File: config.mk
export PLATFORM = sky130hd
export DESIGN_NAME = dacl_top
export DESIGN_NICKNAME = d
export VERILOG_FILES = /design/src/dacl_pkg.sv /design/src/dacl_buf.sv /design/src/dacl_top.sv
export SDC_FILE = /design/constraint.sdc
export NUM_CORES = 1
export LEC_CHECK = 0
export ABC_AREA = 0
export ABC_CLOCK_PERIOD_IN_PS = 2300
export BUFFER_PORTS_ARGS = -buffer_cell sky130_fd_sc_hd__buf_2
export CAP_MARGIN = 30
export CORE_MARGIN = 3
export CORE_UTILIZATION = 54
export DETAILED_ROUTE_END_ITERATION = 8
export PLACE_DENSITY = 0.79
export SKIP_LAST_GASP = 1
export SLEW_MARGIN = 15
export SYNTH_ARGS = -nofsm -noshare
export SYNTH_HDL_FRONTEND = slang
export SYNTH_SLANG_ARGS = --single-unit
File: constraint.sdc
create_clock -name i_clk -period 2.3 [get_ports i_clk]
set_input_delay 0.23 -clock i_clk [delete_from_list [all_inputs] [get_ports i_clk]]
set_output_delay 0.23 -clock i_clk [all_outputs]
set_load 0.05 [all_outputs]
File: src/dacl_pkg.sv
// Shared constants and carrier types for the converter input latch control
package dacl_pkg;

  // Sample word width and code points
  localparam int unsigned          SAMPLE_W      = 12;
  localparam logic [SAMPLE_W-1:0]  CODE_ALL_ONES = 12'hFFF;
  localparam logic [SAMPLE_W-1:0]  CODE_MID      = 12'h800;
  localparam logic [SAMPLE_W-1:0]  CODE_ZERO     = 12'h000;

  // Field positions inside the sample word
  localparam int unsigned          BIT_LSB       = 0;
  localparam int unsigned          BIT_MSB       = SAMPLE_W - 1;

  // Buffer depth and pin synchroniser length
  localparam int unsigned          BUF_DEPTH     = 2;
  localparam int unsigned          SYNC_STAGES   = 2;

  // Sample clock period, 50 MHz
  localparam int unsigned          CLK_PERIOD_NS = 20;

  // Reset values
  localparam logic [SAMPLE_W-1:0]  RST_CODE      = 12'h000;
  localparam logic [1:0]           RST_SYNC      = 2'h0;

  // One sample word as carried through the latch
  typedef struct packed {
    logic [SAMPLE_W-1:0] code;
  } dacl_sample_type;

  // Drive presented to the current steering array
  typedef struct packed {
    logic [SAMPLE_W-1:0] code;
    logic [SAMPLE_W-1:0] true_weight;
    logic [SAMPLE_W-1:0] comp_weight;
  } dacl_array_type;

  // Operating state of the converter
  typedef enum logic [1:0] {
    DACL_ST_RUN  = 2'h1,
    DACL_ST_DOWN = 2'h2
  } dacl_state_type;

endpackage

File: src/dacl_buf.sv
// Two-entry valid/ready buffer that acts as the master stage of the latch
module dacl_buf (
  // Clock and reset
  input  wire logic                     i_clk,
  input  wire logic                     i_rst,
  // Fill side
  input  wire logic                     i_valid,
  input  wire dacl_pkg::dacl_sample_type i_data,
  output logic                          o_ready,
  // Drain side
  output logic                          o_valid,
  output dacl_pkg::dacl_sample_type     o_data,
  input  wire logic                     i_ready
);

  dacl_pkg::dacl_sample_type mem_q [dacl_pkg::BUF_DEPTH];
  dacl_pkg::dacl_sample_type mem_d [dacl_pkg::BUF_DEPTH];
  logic                      wr_q;
  logic                      wr_d;
  logic                      rd_q;
  logic                      rd_d;
  logic [1:0]                cnt_q;
  logic [1:0]                cnt_d;
  logic                      push;
  logic                      pop;

  // Honest full and empty flags
  assign o_ready = (cnt_q != 2'(dacl_pkg::BUF_DEPTH));
  assign o_valid = (cnt_q != 2'h0);
  assign o_data  = mem_q[rd_q];
  assign push    = i_valid & o_ready;
  assign pop     = o_valid & i_ready;

  // Next pointers, count and storage
  always_comb begin
    mem_d = mem_q;
    wr_d  = wr_q;
    rd_d  = rd_q;
    cnt_d = cnt_q;
    if (push) begin
      mem_d[wr_q] = i_data;
      wr_d        = ~wr_q;
    end
    if (pop) begin
      rd_d = ~rd_q;
    end
    unique case ({push, pop})
      2'b10:   cnt_d = cnt_q + 2'h1;
      2'b01:   cnt_d = cnt_q - 2'h1;
      default: cnt_d = cnt_q;
    endcase
  end

  // Register the buffer state
  always_ff @(posedge i_clk or posedge i_rst) begin
    if (i_rst) begin
      mem_q[0] <= '0;
      mem_q[1] <= '0;
      wr_q     <= 1'b0;
      rd_q     <= 1'b0;
      cnt_q    <= 2'h0;
    end else begin
      mem_q <= mem_d;
      wr_q  <= wr_d;
      rd_q  <= rd_d;
      cnt_q <= cnt_d;
    end
  end

endmodule

File: src/dacl_top.sv
// Input latch, pipeline and static pin control of the 12-bit current converter
module dacl_top (
  // Clock and reset
  input  wire logic                          i_clk,
  input  wire logic                          i_rst,
  // Sample source
  input  wire logic                          i_sample_valid,
  input  wire logic [dacl_pkg::SAMPLE_W-1:0] i_sample_bit,
  output logic                               o_sample_ready,
  // Static control pins
  input  wire logic                          i_power_down_pin,
  input  wire logic                          i_power_down_pin_driven,
  input  wire logic                          i_reference_select,
  // Current steering array
  input  wire logic                          i_array_ready,
  output logic                               o_array_valid,
  output dacl_pkg::dacl_array_type           o_array,
  // Power and reference status
  output logic                               o_power_down,
  output logic                               o_int_ref_en,
  output logic                               o_reference_voltage_pin_oe
);

  logic [1:0]                pd_sync_q;
  logic [1:0]                pd_sync_d;
  logic [1:0]                ref_sync_q;
  logic [1:0]                ref_sync_d;
  logic                      pd_level;
  dacl_pkg::dacl_state_type  state_q;
  dacl_pkg::dacl_state_type  state_d;
  dacl_pkg::dacl_sample_type in_word;
  dacl_pkg::dacl_sample_type head_word;
  logic                      head_valid;
  logic                      head_ready;
  dacl_pkg::dacl_array_type  arr_q;
  dacl_pkg::dacl_array_type  arr_d;
  logic                      arr_valid_q;
  logic                      arr_valid_d;
  logic                      int_ref_q;
  logic                      int_ref_d;

  // Pull-down makes a floating pin read as low
  assign pd_level = i_power_down_pin & i_power_down_pin_driven;

  // Two-stage synchronisers for the static pins
  always_comb begin
    pd_sync_d  = {pd_sync_q[0], pd_level};
    ref_sync_d = {ref_sync_q[0], i_reference_select};
  end

  always_ff @(posedge i_clk or posedge i_rst) begin
    if (i_rst) begin
      pd_sync_q  <= dacl_pkg::RST_SYNC;
      ref_sync_q <= dacl_pkg::RST_SYNC;
    end else begin
      pd_sync_q  <= pd_sync_d;
      ref_sync_q <= ref_sync_d;
    end
  end

  // Operating state from the synchronised power-down level
  always_comb begin
    state_d = state_q;
    unique case (state_q)
      dacl_pkg::DACL_ST_RUN: begin
        if (pd_sync_q[1]) begin
          state_d = dacl_pkg::DACL_ST_DOWN;
        end
      end
      dacl_pkg::DACL_ST_DOWN: begin
        if (!pd_sync_q[1]) begin
          state_d = dacl_pkg::DACL_ST_RUN;
        end
      end
      default: state_d = dacl_pkg::DACL_ST_RUN;
    endcase
  end

  always_ff @(posedge i_clk or posedge i_rst) begin
    if (i_rst) begin
      state_q <= dacl_pkg::DACL_ST_RUN;
    end else begin
      state_q <= state_d;
    end
  end

  // Master stage: whole word enters the buffer on each edge with valid and ready
  assign in_word.code = i_sample_bit;

  dacl_buf u_buf (
    .i_clk   (i_clk),
    .i_rst   (i_rst),
    .i_valid (i_sample_valid),
    .i_data  (in_word),
    .o_ready (o_sample_ready),
    .o_valid (head_valid),
    .o_data  (head_word),
    .i_ready (head_ready)
  );

  // Slave stage loads when power is up and the array accepts or the slave is empty
  assign head_ready = (state_q == dacl_pkg::DACL_ST_RUN) & (i_array_ready | ~arr_valid_q);

  always_comb begin
    arr_d       = arr_q;
    arr_valid_d = arr_valid_q;
    if (state_q == dacl_pkg::DACL_ST_DOWN) begin
      arr_d.true_weight = dacl_pkg::CODE_ZERO;
      arr_d.comp_weight = dacl_pkg::CODE_ZERO;
      arr_valid_d       = 1'b0;
    end else if (head_ready) begin
      arr_valid_d = head_valid;
      if (head_valid) begin
        arr_d.code        = head_word.code;
        arr_d.true_weight = head_word.code;
        arr_d.comp_weight = dacl_pkg::CODE_ALL_ONES - head_word.code;
      end
    end
  end

  always_ff @(posedge i_clk or posedge i_rst) begin
    if (i_rst) begin
      arr_q       <= '0;
      arr_valid_q <= 1'b0;
    end else begin
      arr_q       <= arr_d;
      arr_valid_q <= arr_valid_d;
    end
  end

  // Reference source from the synchronised select level
  always_comb begin
    int_ref_d = ~ref_sync_q[1];
  end

  always_ff @(posedge i_clk or posedge i_rst) begin
    if (i_rst) begin
      int_ref_q <= 1'b0;
    end else begin
      int_ref_q <= int_ref_d;
    end
  end

  // Outputs
  assign o_array                    = arr_q;
  assign o_array_valid              = arr_valid_q;
  assign o_power_down               = (state_q == dacl_pkg::DACL_ST_DOWN);
  assign o_int_ref_en               = int_ref_q;
  assign o_reference_voltage_pin_oe = int_ref_q;

  // Helpers for the checks
  logic                                push_seen;
  logic [dacl_pkg::SAMPLE_W-1:0]       push_code;
  assign push_seen = i_sample_valid & o_sample_ready;
  assign push_code = i_sample_bit;
endmodule

# Yosys cells after proc, flatten, opt, wreduce, memory -nomap -nowiden
# Cells that the tools add are included.
[classes]
bitwise_logic = 12
reduce_logical = 8
eq_ne = 7
n_mux = 15
addsub = 3
order_cmp = 3
[ops]
columns = ["operator", "n"]
rows = [
  ["24-bit 2-to-1 mux", 3],
  ["12-bit 2-to-1 mux", 4],
  ["24-bit bitwise mux", 1],
  ["12-bit demux with 1-bit select", 1],
  ["12-bit subtractor (first input constant)", 1],
  ["2-bit case mux with 2 select lines", 2],
  ["2-bit nonzero test", 4],
  ["2-bit != test (second input constant)", 3],
  ["1-bit NOT", 5],
  ["1-bit AND", 4],
  ["2-bit by 1-bit equality test with 1-bit output (second input constant)", 2],
  ["2-bit equality test (second input constant)", 2],
  ["2-bit greater-or-equal comparator (second input constant)", 2],
  ["2-bit 2-to-1 mux", 2],
  ["1-bit NOT with 2-bit output", 2],
  ["2-bit AND reduction", 2],
  ["3-bit AND reduction", 1],
  ["2-bit by 1-bit adder with 2-bit output (second input constant)", 1],
  ["2-bit by 1-bit < comparator with 1-bit output (second input constant)", 1],
  ["1-bit 2-to-1 mux", 2],
  ["2-bit by 1-bit subtractor with 2-bit output (second input constant)", 1],
  ["1-bit logical AND", 1],
  ["1-bit OR", 1],
]
[totals]
output_inout_bits = 41
wordCells = 61
input_bits = 19
reg_bits = 72

# Depth between registers and ports, before layout
# Gate-level depths: netlist of the first run.
[depth]
depth_word = 8
ltp_mapped = 8
mapped_depth_nobuf = 6

# Modules after synthesis
# Synthesis of the first run repeated with hierarchy kept, for this count alone.
[unflattened]
cells_unflattened = 195
hier_area_um2 = 3031.7
[by_module_without_submodules]
columns = ["mod", "area_each_um2", "cells_per_inst", "seq_area_each_um2", "n_inst"]
rows = [
  ["dacl_top", 1687.9, 114, 1102.3, 1],
  ["dacl_buf", 1343.8, 81, 700.7, 1],
]

# Least setup slack after synthesis of the first run
# Ideal clock, no wire load.
[synth_path]
kind = "register to register"
startpoint = "register arr_valid_q, in the netlist o_array_valid"
endpoint = "register u_buf.cnt_q[1]"
synth_period_minus_slack_ns = 1.877
stages_incl_launch_ff = 8
required_time_ns = 2.221
slack_ns = 0.423
arrival_time_ns = 1.798
path_cell_list = "dfrtp_1 > nand2b_1 > and3_4 > buf_6 > buf_6 > ha_1 > nor2_1 > xor2_1"
[synth_between]
elab_chain_len = 6
word_cells_on_any_way = 8
classes_between = "eq/ne: 2; mux: 1; bitwise: 4; reduce/logical: 1"
[synth_lines]
columns = ["element", "line", "rtl"]
rows = [
  ["start, declared", "dacl_top.sv:37", "logic arr_valid_q;"],
  ["start signal, assigned", "dacl_top.sv:127", "arr_valid_q <= arr_valid_d;"],
  ["1-bit NOT (*)", "dacl_top.sv:102", "assign head_ready = (state_q == dacl_pkg::DACL_ST_RUN) & (i_array_ready | ~arr_valid_q);"],
  ["1-bit OR (*)", "dacl_top.sv:102", ""],
  ["1-bit AND (*)", "dacl_top.sv:102", ""],
  ["1-bit AND (*)", "dacl_buf.sv:32", "assign pop = o_valid & i_ready;"],
  ["via u_buf.pop", "dacl_buf.sv:25", "logic pop;"],
  ["2-bit by 1-bit equality test with 1-bit output / 2-bit equality test (equally long branches)", "dacl_buf.sv:47", "unique case ({push, pop})"],
  ["2-bit case mux with 2 select lines / 2-bit nonzero test (equally long branches)", "n/a", ""],
  ["end signal, assigned", "dacl_buf.sv:66", "cnt_q <= cnt_d;"],
  ["end, declared", "dacl_buf.sv:22", "logic [1:0] cnt_q;"],
]
# The timed path passes the listed nets; every way through them passes the cells marked *.
# A chain may end at the register's enable or synchronous reset.

# Worst setup path in the final report of the first run
[layout_path]
startpoint = "register u_buf.cnt_q[1]"
endpoint = "register u_buf.cnt_q[1]"
[layout_between]
elab_chain_len = 4
word_cells_on_any_way = 10
classes_between = "add/sub: 2; eq/ne: 3; mux: 1; bitwise: 2; reduce/logical: 2"
[layout_lines]
columns = ["element", "line"]
rows = [
  ["2-bit != test / 2-bit nonzero test (equally long branches)", "dacl_buf.sv:28, dacl_buf.sv:29"],
  ["1-bit AND, on equally long branches", "dacl_buf.sv:31, dacl_buf.sv:32"],
  ["2-bit by 1-bit equality test with 1-bit output / 2-bit equality test (equally long branches)", "dacl_buf.sv:47"],
  ["2-bit case mux with 2 select lines / 2-bit nonzero test (equally long branches)", "n/a"],
]
# Several ways; a longest one is shown, not always the timed one.

==> results by group, run 1 <==
Status
  – Status: completed

Clocking
  – CTS tree: yes
  – Hold-fix buffers at CTS: 2
  – Clock Sinks: 72
  – Root Buffer: clkbuf_8
  – Clock-pin slew on the worst setup and hold paths: 0.07 ns
  – CTS max path bufs: 2
  – Worst-Skew Late Latency: 0.32 ns
  – Setup bufs post-CTS: 0
  – Post-CTS sizing: 0
  – Htree depth: 3
  – Total CTS buffers: 9

Drt
  – Iter 0 DRT Violations: 146
  – Post-route ant nets: 0
  – Vias per cell: 5.26
  – # DRC: 0
  – Via count: 1,811
  – Final wirelength: 5310 um
  – Routed length per instance: 15.4 um
  – Initial DRT Pass Iterations: 4

Worst setup path
  – CP Launch Type: flop
  – Max FO, Critical Path: 21
  – CP Capture Type: flop
  – Crit path arrival time: 1.99 ns
  – Cell count of the worst reg-to-reg path: 5
  – Crit path kind: reg2reg
  – Worst Path Required: 2.55 ns

STA
  – Setup violations, final: 0
  – Fin Clk Skew: 0.00378 ns
  – Peak Freq: 0.574 GHz
  – Total negative setup slack: 0 ns
  – Final Hold Violating Endpoints: 0
  – Unrepaired setup endpoints after global routing: no
  – Max-slew headroom: 0.601
  – Worst setup margin: 0.558 ns
  – Slew @ Worst Pin: 0.597 ns
  – Fin crit share: 0.757
  – Tmin final: 1.74 ns
  – WHS: 0.116 ns
  – Final slew viol count: 0

Logic synthesis
  – Area leader, netlist: dfrtp_1
  – Synth Flop Type: dfrtp_1
  – Ys Warns: 0
  – Mapped Area: 2870 um^2
  – Share of the synthesized area in the top cell type: 0.620
  – Most frequent cell after synthesis: dfrtp_1
  – Post-Syn Area per Cell: 13.7 um^2
  – Synth Register Bits: 72
  – Synth area leaders: dfrtp_1 62%, mux2_2 9.4%, mux2i_1 4.9%, o211a_1 3.1%, o21a_1 2.9%
  – Syn Nets: 230
  – Post-synthesis cell type count: 29
  – Synth Instances: 210
  – EDFF count, synth: 0
  – FFs w/ async S/R, synth: 1.00
  – Post-synth top cells: 71 x dfrtp_1, 24 x mux2_2, 17 x nand2_1
  – Sequential fraction of the synthesis area: 0.629

Floorplan
  – Chip Height: 78.9 um
  – Die X: 78.9 um
  – IO Count: 60
  – # rows: 25
  – Initial core utilization: 0.584
  – Die area: 6220 um^2
  – Core ar.: 4910 um^2

Cells and area
  – Fill cell count: 397
  – Storage element area: 1800 um^2
  – Diodes inserted: 0
  – Fin util: 0.695
  – Share of cells above drive strength 1: 0.394
  – Nets: 294
  – Synth-to-Final Area Change: 18.9%
  – Multi-input logic area: 956 um^2

Global routing
  – GRT Overall Usage: 0.193
  – Initial antenna violation count: 0
  – Gr ovfl total: 0
  – Vias in the first global route: 1,773
  – Largest net degree at the start of global routing: 73
  – First-pass GRT wire length: 8960 um

Placement
  – Place WS: 0.574 ns
  – Final HPWL DP: 3790 um
  – GP Congestion: 0.826
  – Number of buffers added on ports: 59

Min path
  – Tightest Hold Check Type: in2reg
  – Min-Delay Path Depth: 2

Job
  – Max-cap violation count: 0
placed cells by master, fill, tap and decap left out, types with 9 or more instances in the layout:
cell	Yosys	layout
o21a_1	11	11
dfrtp_1	71	71
buf_2	6	59
clkbuf_8	0	12
o21ai_0	13	13
nand4_1	12	12
mux2_2	24	24
nand2_1	17	17
o211a_1	9	9
mux2i_1	14	14
worst max-delay path: stages, from the launching register on:
cell,delay (ns)
dfrtp_1,0.43
or2_4,0.33
and3_4,0.26
ha_1,0.33
nor2_1,0.14
xor2_1,0.16
final cells by class:
class,instances,area share
flip-flops and latches,72,0.529
multi-input cells,119,0.280
clock buffers,14,0.0506
inverters,4,0.00440
well taps,67,0.0246
repair buffers,68,0.112
path summary, 6_finish.rpt:
path / startpoint / endpoint / slack [ns]
max: u_buf.cnt_q[1] / u_buf.cnt_q[1] / 0.56
min: i_power_down_pin_driven / pd_sync_q[0] / 0.12
max reg2reg: u_buf.cnt_q[1] / u_buf.cnt_q[1] / 0.56
min reg2reg: ref_sync_q[0] / ref_sync_q[1] / 0.35
max in group asynchronous: i_rst / state_q[0] / 1.46
min in group asynchronous: i_rst / ref_sync_q[1] / 0.52
flip-flops by register name, summed over array words and instances, names as in the netlist:
register	flops
state_q	2
pd_sync_q	2
o_int_ref_en	1
u_buf.cnt_q	2
u_buf.rd_q	1
ref_sync_q	2
o_array_valid	1
u_buf.mem_q	24
o_array	36
u_buf.wr_q	1
cells by family after synthesis:
group,synth area share
multiplexers,0.152
AND/OR/NAND/NOR,0.0755
adder cells (fa/ha/maj),0.00436
AO/OA/AOI/OAI,0.0860
XOR/XNOR,0.0153
buffers and inverters,0.0380
flip-flops,0.629
layer usage:
layer  GRT usage  up-vias  part of all wire
li1            -      866                 -
met1       0.256      890              0.45
met2       0.303       47              0.49
met3      0.0385        8             0.044
met4      0.0979        0             0.019
met5           0        -                 0
stage by stage:
step                      instance area (um^2)  std cells
after floorplan                           2870        210
after global placement                    3220        328
after detailed placement                  3220        328
after CTS                                 3410        344
after global routing                      3410        344
final                                     3410        344
Power of run 1 is not shown: default switching activity piles up to over one toggle a cycle in this logic, so the estimate is an artifact.
==> inputs of run 2 (changes only) <==
--- a/config.mk
+++ b/config.mk
@@ -6,13 +6,13 @@
 export NUM_CORES = 1
 export LEC_CHECK = 0
 export ABC_AREA = 0
-export ABC_CLOCK_PERIOD_IN_PS = 2300
+export ABC_CLOCK_PERIOD_IN_PS = 1600
 export BUFFER_PORTS_ARGS = -buffer_cell sky130_fd_sc_hd__buf_2
 export CAP_MARGIN = 30
 export CORE_MARGIN = 3
-export CORE_UTILIZATION = 54
+export CORE_UTILIZATION = 48
 export DETAILED_ROUTE_END_ITERATION = 8
-export PLACE_DENSITY = 0.79
+export PLACE_DENSITY = 0.74
 export SKIP_LAST_GASP = 1
 export SLEW_MARGIN = 15
 export SYNTH_ARGS = -nofsm -noshare
==> constraint.sdc (replaced) <==
create_clock -name i_clk -period 1.6 [get_ports i_clk]
set_input_delay 0.16 -clock i_clk [delete_from_list [all_inputs] [get_ports i_clk]]
set_output_delay 0.16 -clock i_clk [all_outputs]
set_load 0.05 [all_outputs]
==> run 2 against run 1 <==
Non-clock buffer count grew 7. Clock skew increased by 0.0056 ns. Critical path type unchanged. Routed wire length rose by 2.6%. Cell area is 4.9% higher.
==> results by group, run 2 (synthesized netlist as in run 1, its figures left out) <==
Status
  – Status: completed

Cells and area
  – Fin util: 0.634
  – Nets: 301
  – Commonest cells after routing, fill and taps aside: 70 x dfrtp_1, 59 x buf_2, 24 x mux2_2
  – Max FFs per register: 36
  – Post-route cell area: 3580 um^2
  – Diodes inserted: 0
  – Commonest non-fill, non-tap cell in the layout: dfrtp_1
  – Fill cell count: 454
  – Synth-to-Final Area Change: 24.7%
  – Share of cells above drive strength 1: 0.423

Min path
  – Hold Path End: pd_sync_q[0]
  – Min-Delay Path Depth: 2
  – Tightest Hold Check Type: in2reg
  – Hold Path Origin: i_power_down_pin_driven

STA
  – Peak Freq: 0.660 GHz
  – Final Hold Violating Endpoints: 0
  – Fin Clk Skew: 0.00941 ns
  – Unrepaired setup endpoints after global routing: yes
  – Setup violations, final: 0
  – Final slew viol count: 0
  – Max-slew headroom: 0.825
  – Slew @ Worst Pin: 0.255 ns
  – Tmin final: 1.52 ns
  – Fin crit share: 0.947

Worst setup path
  – Crit path arrival time: 1.77 ns
  – Crit path kind: reg2reg
  – CP Capture Type: flop
  – CP Launch Type: flop
  – Reg2Reg Setup Slack: 0.08 ns
  – Worst Path Required: 1.86 ns
  – Cell count of the worst reg-to-reg path: 6
  – Worst reg2reg endpoint: u_buf.cnt_q[1]
  – Max FO, Critical Path: 5
  – Worst flop-to-flop path startpoint: u_buf.cnt_q[0]

Clocking
  – Htree depth: 3
  – Worst-Skew Late Latency: 0.33 ns
  – CTS max path bufs: 2
  – CTS tree: yes
  – Clock-pin slew on the worst setup and hold paths: 0.07 ns
  – Clock Sinks: 72
  – Total CTS buffers: 9
  – Root Buffer: clkbuf_8

Drt
  – Final wirelength: 5450 um
  – Iter 0 DRT Violations: 117
  – Post-route ant nets: 0
  – Vias per cell: 5.09
  – Routed wl met2: 2370 um
  – # DRC: 0
  – Met3 wire len: 272 um
  – Routed length per instance: 15.2 um
  – DR top layer: met4
  – M1 WL: 2710 um
  – Via count: 1,823
  – Initial DRT Pass Iterations: 6

Floorplan
  – Die area: 6940 um^2
  – IO Count: 60
  – # rows: 27
  – Chip Height: 83.3 um
  – Core ar.: 5640 um^2
  – Die X: 83.3 um
  – Initial core utilization: 0.508

Global routing
  – First-pass GRT wire length: 9370 um
  – Vias in the first global route: 1,831
  – Initial antenna violation count: 0
  – Largest net degree at the start of global routing: 38
  – Gr ovfl total: 0
  – GRT Overall Usage: 0.173

Job
  – Max-cap violation count: 0

Placement
  – Final HPWL DP: 3910 um
  – Number of buffers added on ports: 59
  – GP Congestion: 0.779
  – DP Area: 3310 um^2
## run 2: metal layers
layer | track usage | vias up
li1 | - | 877
met1 | 0.249 | 889
met2 | 0.249 | 46
met3 | 0.0466 | 11
met4 | 0.0713 | 0
met5 | 0 | -
## run 2: worst max-delay path: stages, from the launching register on
cell     delay, ns
dfrtp_1       0.42
or2_4         0.26
and3_4        0.20
ha_4          0.16
xnor2_1       0.11
nor2_1        0.13
xor2_1        0.16
## run 2: metrics by stage
stage	cells	setup slack [ns]	TNS, ns	hold slack (ns)
2_1_floorplan	210	-0.0797	-0.0797	0.191
3_3_place_gp	339	0.125	0	0.0784
3_5_place_dp	339	0.0876	0	0.0791
4_1_cts	357	0.0671	0	0.0246
5_1_grt	358	-0.00401	-0.00401	0.0147
6_report	358	0.0845	0	0.0362
## run 2: how the worst max path moves through the flow
stage	to	from	slack, ns	cells after the start
floorplan	u_buf.cnt_q[1]	u_buf.cnt_q[0]	-0.08	8
global route	u_buf.cnt_q[1]	u_buf.cnt_q[0]	-0.004	6
finish	u_buf.cnt_q[1]	u_buf.cnt_q[0]	0.08	6
detailed placement	o_array[22]	state_q[0]	0.09	4
CTS	o_array[22]	state_q[0]	0.07	4
global placement	u_buf.cnt_q[1]	u_buf.cnt_q[0]	0.12	6
## run 2: what timing repair did
item | CTS | global route
hold endpoints to repair | 72 | 0
buffers inserted | 0 | 1
gates resized for setup | 0 | 1
setup endpoints to repair | 0 | 2
hold buffers | 2 | 0
## run 2: layout make-up
class | instances | area, um^2 | share of cell area
Clock buffer | 14 | 173 | 0.0483
Multi-Input combinational cell | 119 | 970 | 0.271
Timing Repair Buffer | 75 | 462 | 0.129
Clock inverter | 2 | 60.1 | 0.0168
Inverter | 4 | 18.8 | 0.00525
Tap cell | 72 | 90.1 | 0.0252
Sequential cell | 72 | 1800 | 0.504
Power of run 2 is left out for the same reason.
==> inputs of run 3 (changes only) <==
--- a/config.mk
+++ b/config.mk
@@ -6,13 +6,11 @@
 export NUM_CORES = 1
 export LEC_CHECK = 0
 export ABC_AREA = 0
-export ABC_CLOCK_PERIOD_IN_PS = 1600
+export ABC_CLOCK_PERIOD_IN_PS = 1800
 export BUFFER_PORTS_ARGS = -buffer_cell sky130_fd_sc_hd__buf_2
 export CAP_MARGIN = 30
-export CORE_MARGIN = 3
-export CORE_UTILIZATION = 48
+export CORE_UTILIZATION = 25
 export DETAILED_ROUTE_END_ITERATION = 8
-export PLACE_DENSITY = 0.74
 export SKIP_LAST_GASP = 1
 export SLEW_MARGIN = 15
 export SYNTH_ARGS = -nofsm -noshare
==> constraint.sdc (replaced) <==
create_clock -name i_clk -period 1.8 [get_ports i_clk]
set_input_delay 0.18 -clock i_clk [delete_from_list [all_inputs] [get_ports i_clk]]
set_output_delay 0.18 -clock i_clk [all_outputs]
set_load 0.05 [all_outputs]
==> run 3 against run 2 <==
Routed wire length up 9.7%. Hold slack better by 0.038 ns. Sequential share of layout area down 0.76 points. Sequential cell count unchanged. Critical path type unchanged. Highest routed layer unchanged.
==> results by group, run 3 (synthesized netlist as in run 1, its figures left out) <==
Drt
  – Vias per cell: 4.37
  – Routed length per instance: 14.2 um
  – # DRC: 0
  – Post-route ant nets: 0
  – Final wirelength: 5980 um
  – Iter 0 DRT Violations: 100
  – Initial DRT Pass Iterations: 4
  – Via count: 1,835

Min path
  – Min-Delay Path Depth: 2
  – Tightest Hold Check Type: in2reg

Clocking
  – Htree depth: 3
  – Clock-pin slew on the worst setup and hold paths: 0.05 ns
  – Hold-fix buffers at CTS: 2
  – Root Buffer: clkbuf_16
  – CTS tree: yes
  – Clock Sinks: 72
  – Setup bufs post-CTS: 0
  – Total CTS buffers: 9
  – Post-CTS sizing: 0
  – Worst-Skew Late Latency: 0.32 ns
  – CTS max path bufs: 2

Global routing
  – Vias in the first global route: 1,886
  – Gr ovfl total: 0
  – Initial antenna violation count: 0
  – Largest net degree at the start of global routing: 73
  – GRT Overall Usage: 0.111
  – First-pass GRT wire length: 9780 um

Floorplan
  – Die X: 109 um
  – # rows: 38
  – IO Count: 60
  – Die area: 11,900 um^2
  – Initial core utilization: 0.260
  – Chip Height: 109 um
  – Core ar.: 11,000 um^2

Cells and area
  – Fill cell count: 1,099
  – Commonest non-fill, non-tap cell in the layout: dfrtp_1
  – Commonest cells after routing, fill and taps aside: 70 x dfrtp_1, 59 x buf_2, 24 x mux2_2
  – Final non-filler cell total: 420
  – Synth-to-Final Area Change: 26.7%
  – Nets: 296
  – Max FFs per register: 36
  – Share of cells above drive strength 1: 0.398

Worst setup path
  – CP Launch Type: flop
  – Crit path kind: reg2reg
  – Max FO, Critical Path: 13
  – CP Capture Type: flop
  – Crit-path cells: or2_4, and3_4, ha_1, nor2_1, xor2_1
  – Slowest cell delay on critical path: 0.42 ns
  – Worst Path Required: 2.04 ns
  – Cell count of the worst reg-to-reg path: 5
  – Crit path arrival time: 1.91 ns
  – CP max-delay cell: dfrtp_1

Placement
  – Placed cells: 403
  – Final HPWL DP: 4220 um
  – Number of buffers added on ports: 59
  – GP Congestion: 0.694

STA
  – Fin crit share: 0.924
  – Max-slew headroom: 0.734
  – Slew @ Worst Pin: 0.398 ns
  – Final slew viol count: 0
  – Fin Clk Skew: 0.00264 ns
  – Total negative setup slack: 0 ns
  – Final Hold Violating Endpoints: 0
  – Peak Freq: 0.601 GHz
  – Unrepaired setup endpoints after global routing: no
  – Tmin final: 1.66 ns
  – Setup violations, final: 0

Status
  – Status: completed

Job
  – Max-cap violation count: 0
==> run 3: cell count changes in the layout (fill, tap and decap cells not counted), sizes merged <==
cell,delta
clkbuf,-1
clkinv,+1
diode,+1
bufinv,-2
buf,-5
==> run 3: per-stage QoR <==
stage / cell area, um^2 / utilization / worst slack (ns) / hold slack (ns)
6_report: 3630 / 0.329 / 0.136 / 0.0737
5_1_grt: 3630 / 0.329 / 0.0474 / 0.0882
2_1_floorplan: 2870 / - / 0.0549 / 0.211
3_5_place_dp: 3350 / 0.304 / 0.138 / 0.301
3_3_place_gp: 3350 / 0.304 / 0.205 / 0.298
4_1_cts: 3630 / 0.329 / 0.122 / 0.0663
==> run 3: metal layers <==
| layer | up-vias | routed length [um] | GRT usage |
|---|---|---|---|
| met5 | - | 0 | 0 |
| met4 | 0 | 61 | 0.0405 |
| met3 | 6 | 382 | 0.0442 |
| met2 | 40 | 2750 | 0.168 |
| met1 | 918 | 2780 | 0.142 |
| li1 | 871 | - | - |
==> run 3: area by class of cell <==
type	count	area (um^2)	share of cell area
Timing Repair Buffer	70	420	0.116
Clock inverter	1	5.00	0.00138
Multi-Input combinational cell	119	956	0.263
Antenna cell	1	2.50	0.000689
Sequential cell	72	1800	0.497
Clock buffer	13	250	0.0689
Inverter	4	18.8	0.00517
Tap cell	140	175	0.0482
==> run 3: critical path, delay by kind of cell, from the launching register on <==
kind                       cells  cell delay [ns]
and+or+nand+nor                3             0.68
adders and majority gates      1             0.32
DFF                            1             0.42
xor gates and xnor gates       1             0.16
==> run 3: final timing paths <==
path                                   to                    start  slack [ns]
min                          pd_sync_q[0]  i_power_down_pin_driven        0.07
min in group asynchronous    o_int_ref_en                    i_rst        0.49
max reg2reg                u_buf.cnt_q[1]           u_buf.cnt_q[1]        0.14
max in group asynchronous      state_q[0]                    i_rst        0.96
min reg2reg                  pd_sync_q[1]             pd_sync_q[0]        0.35
max                        u_buf.cnt_q[1]           u_buf.cnt_q[1]        0.14
Power of run 3 is left out for the same reason.
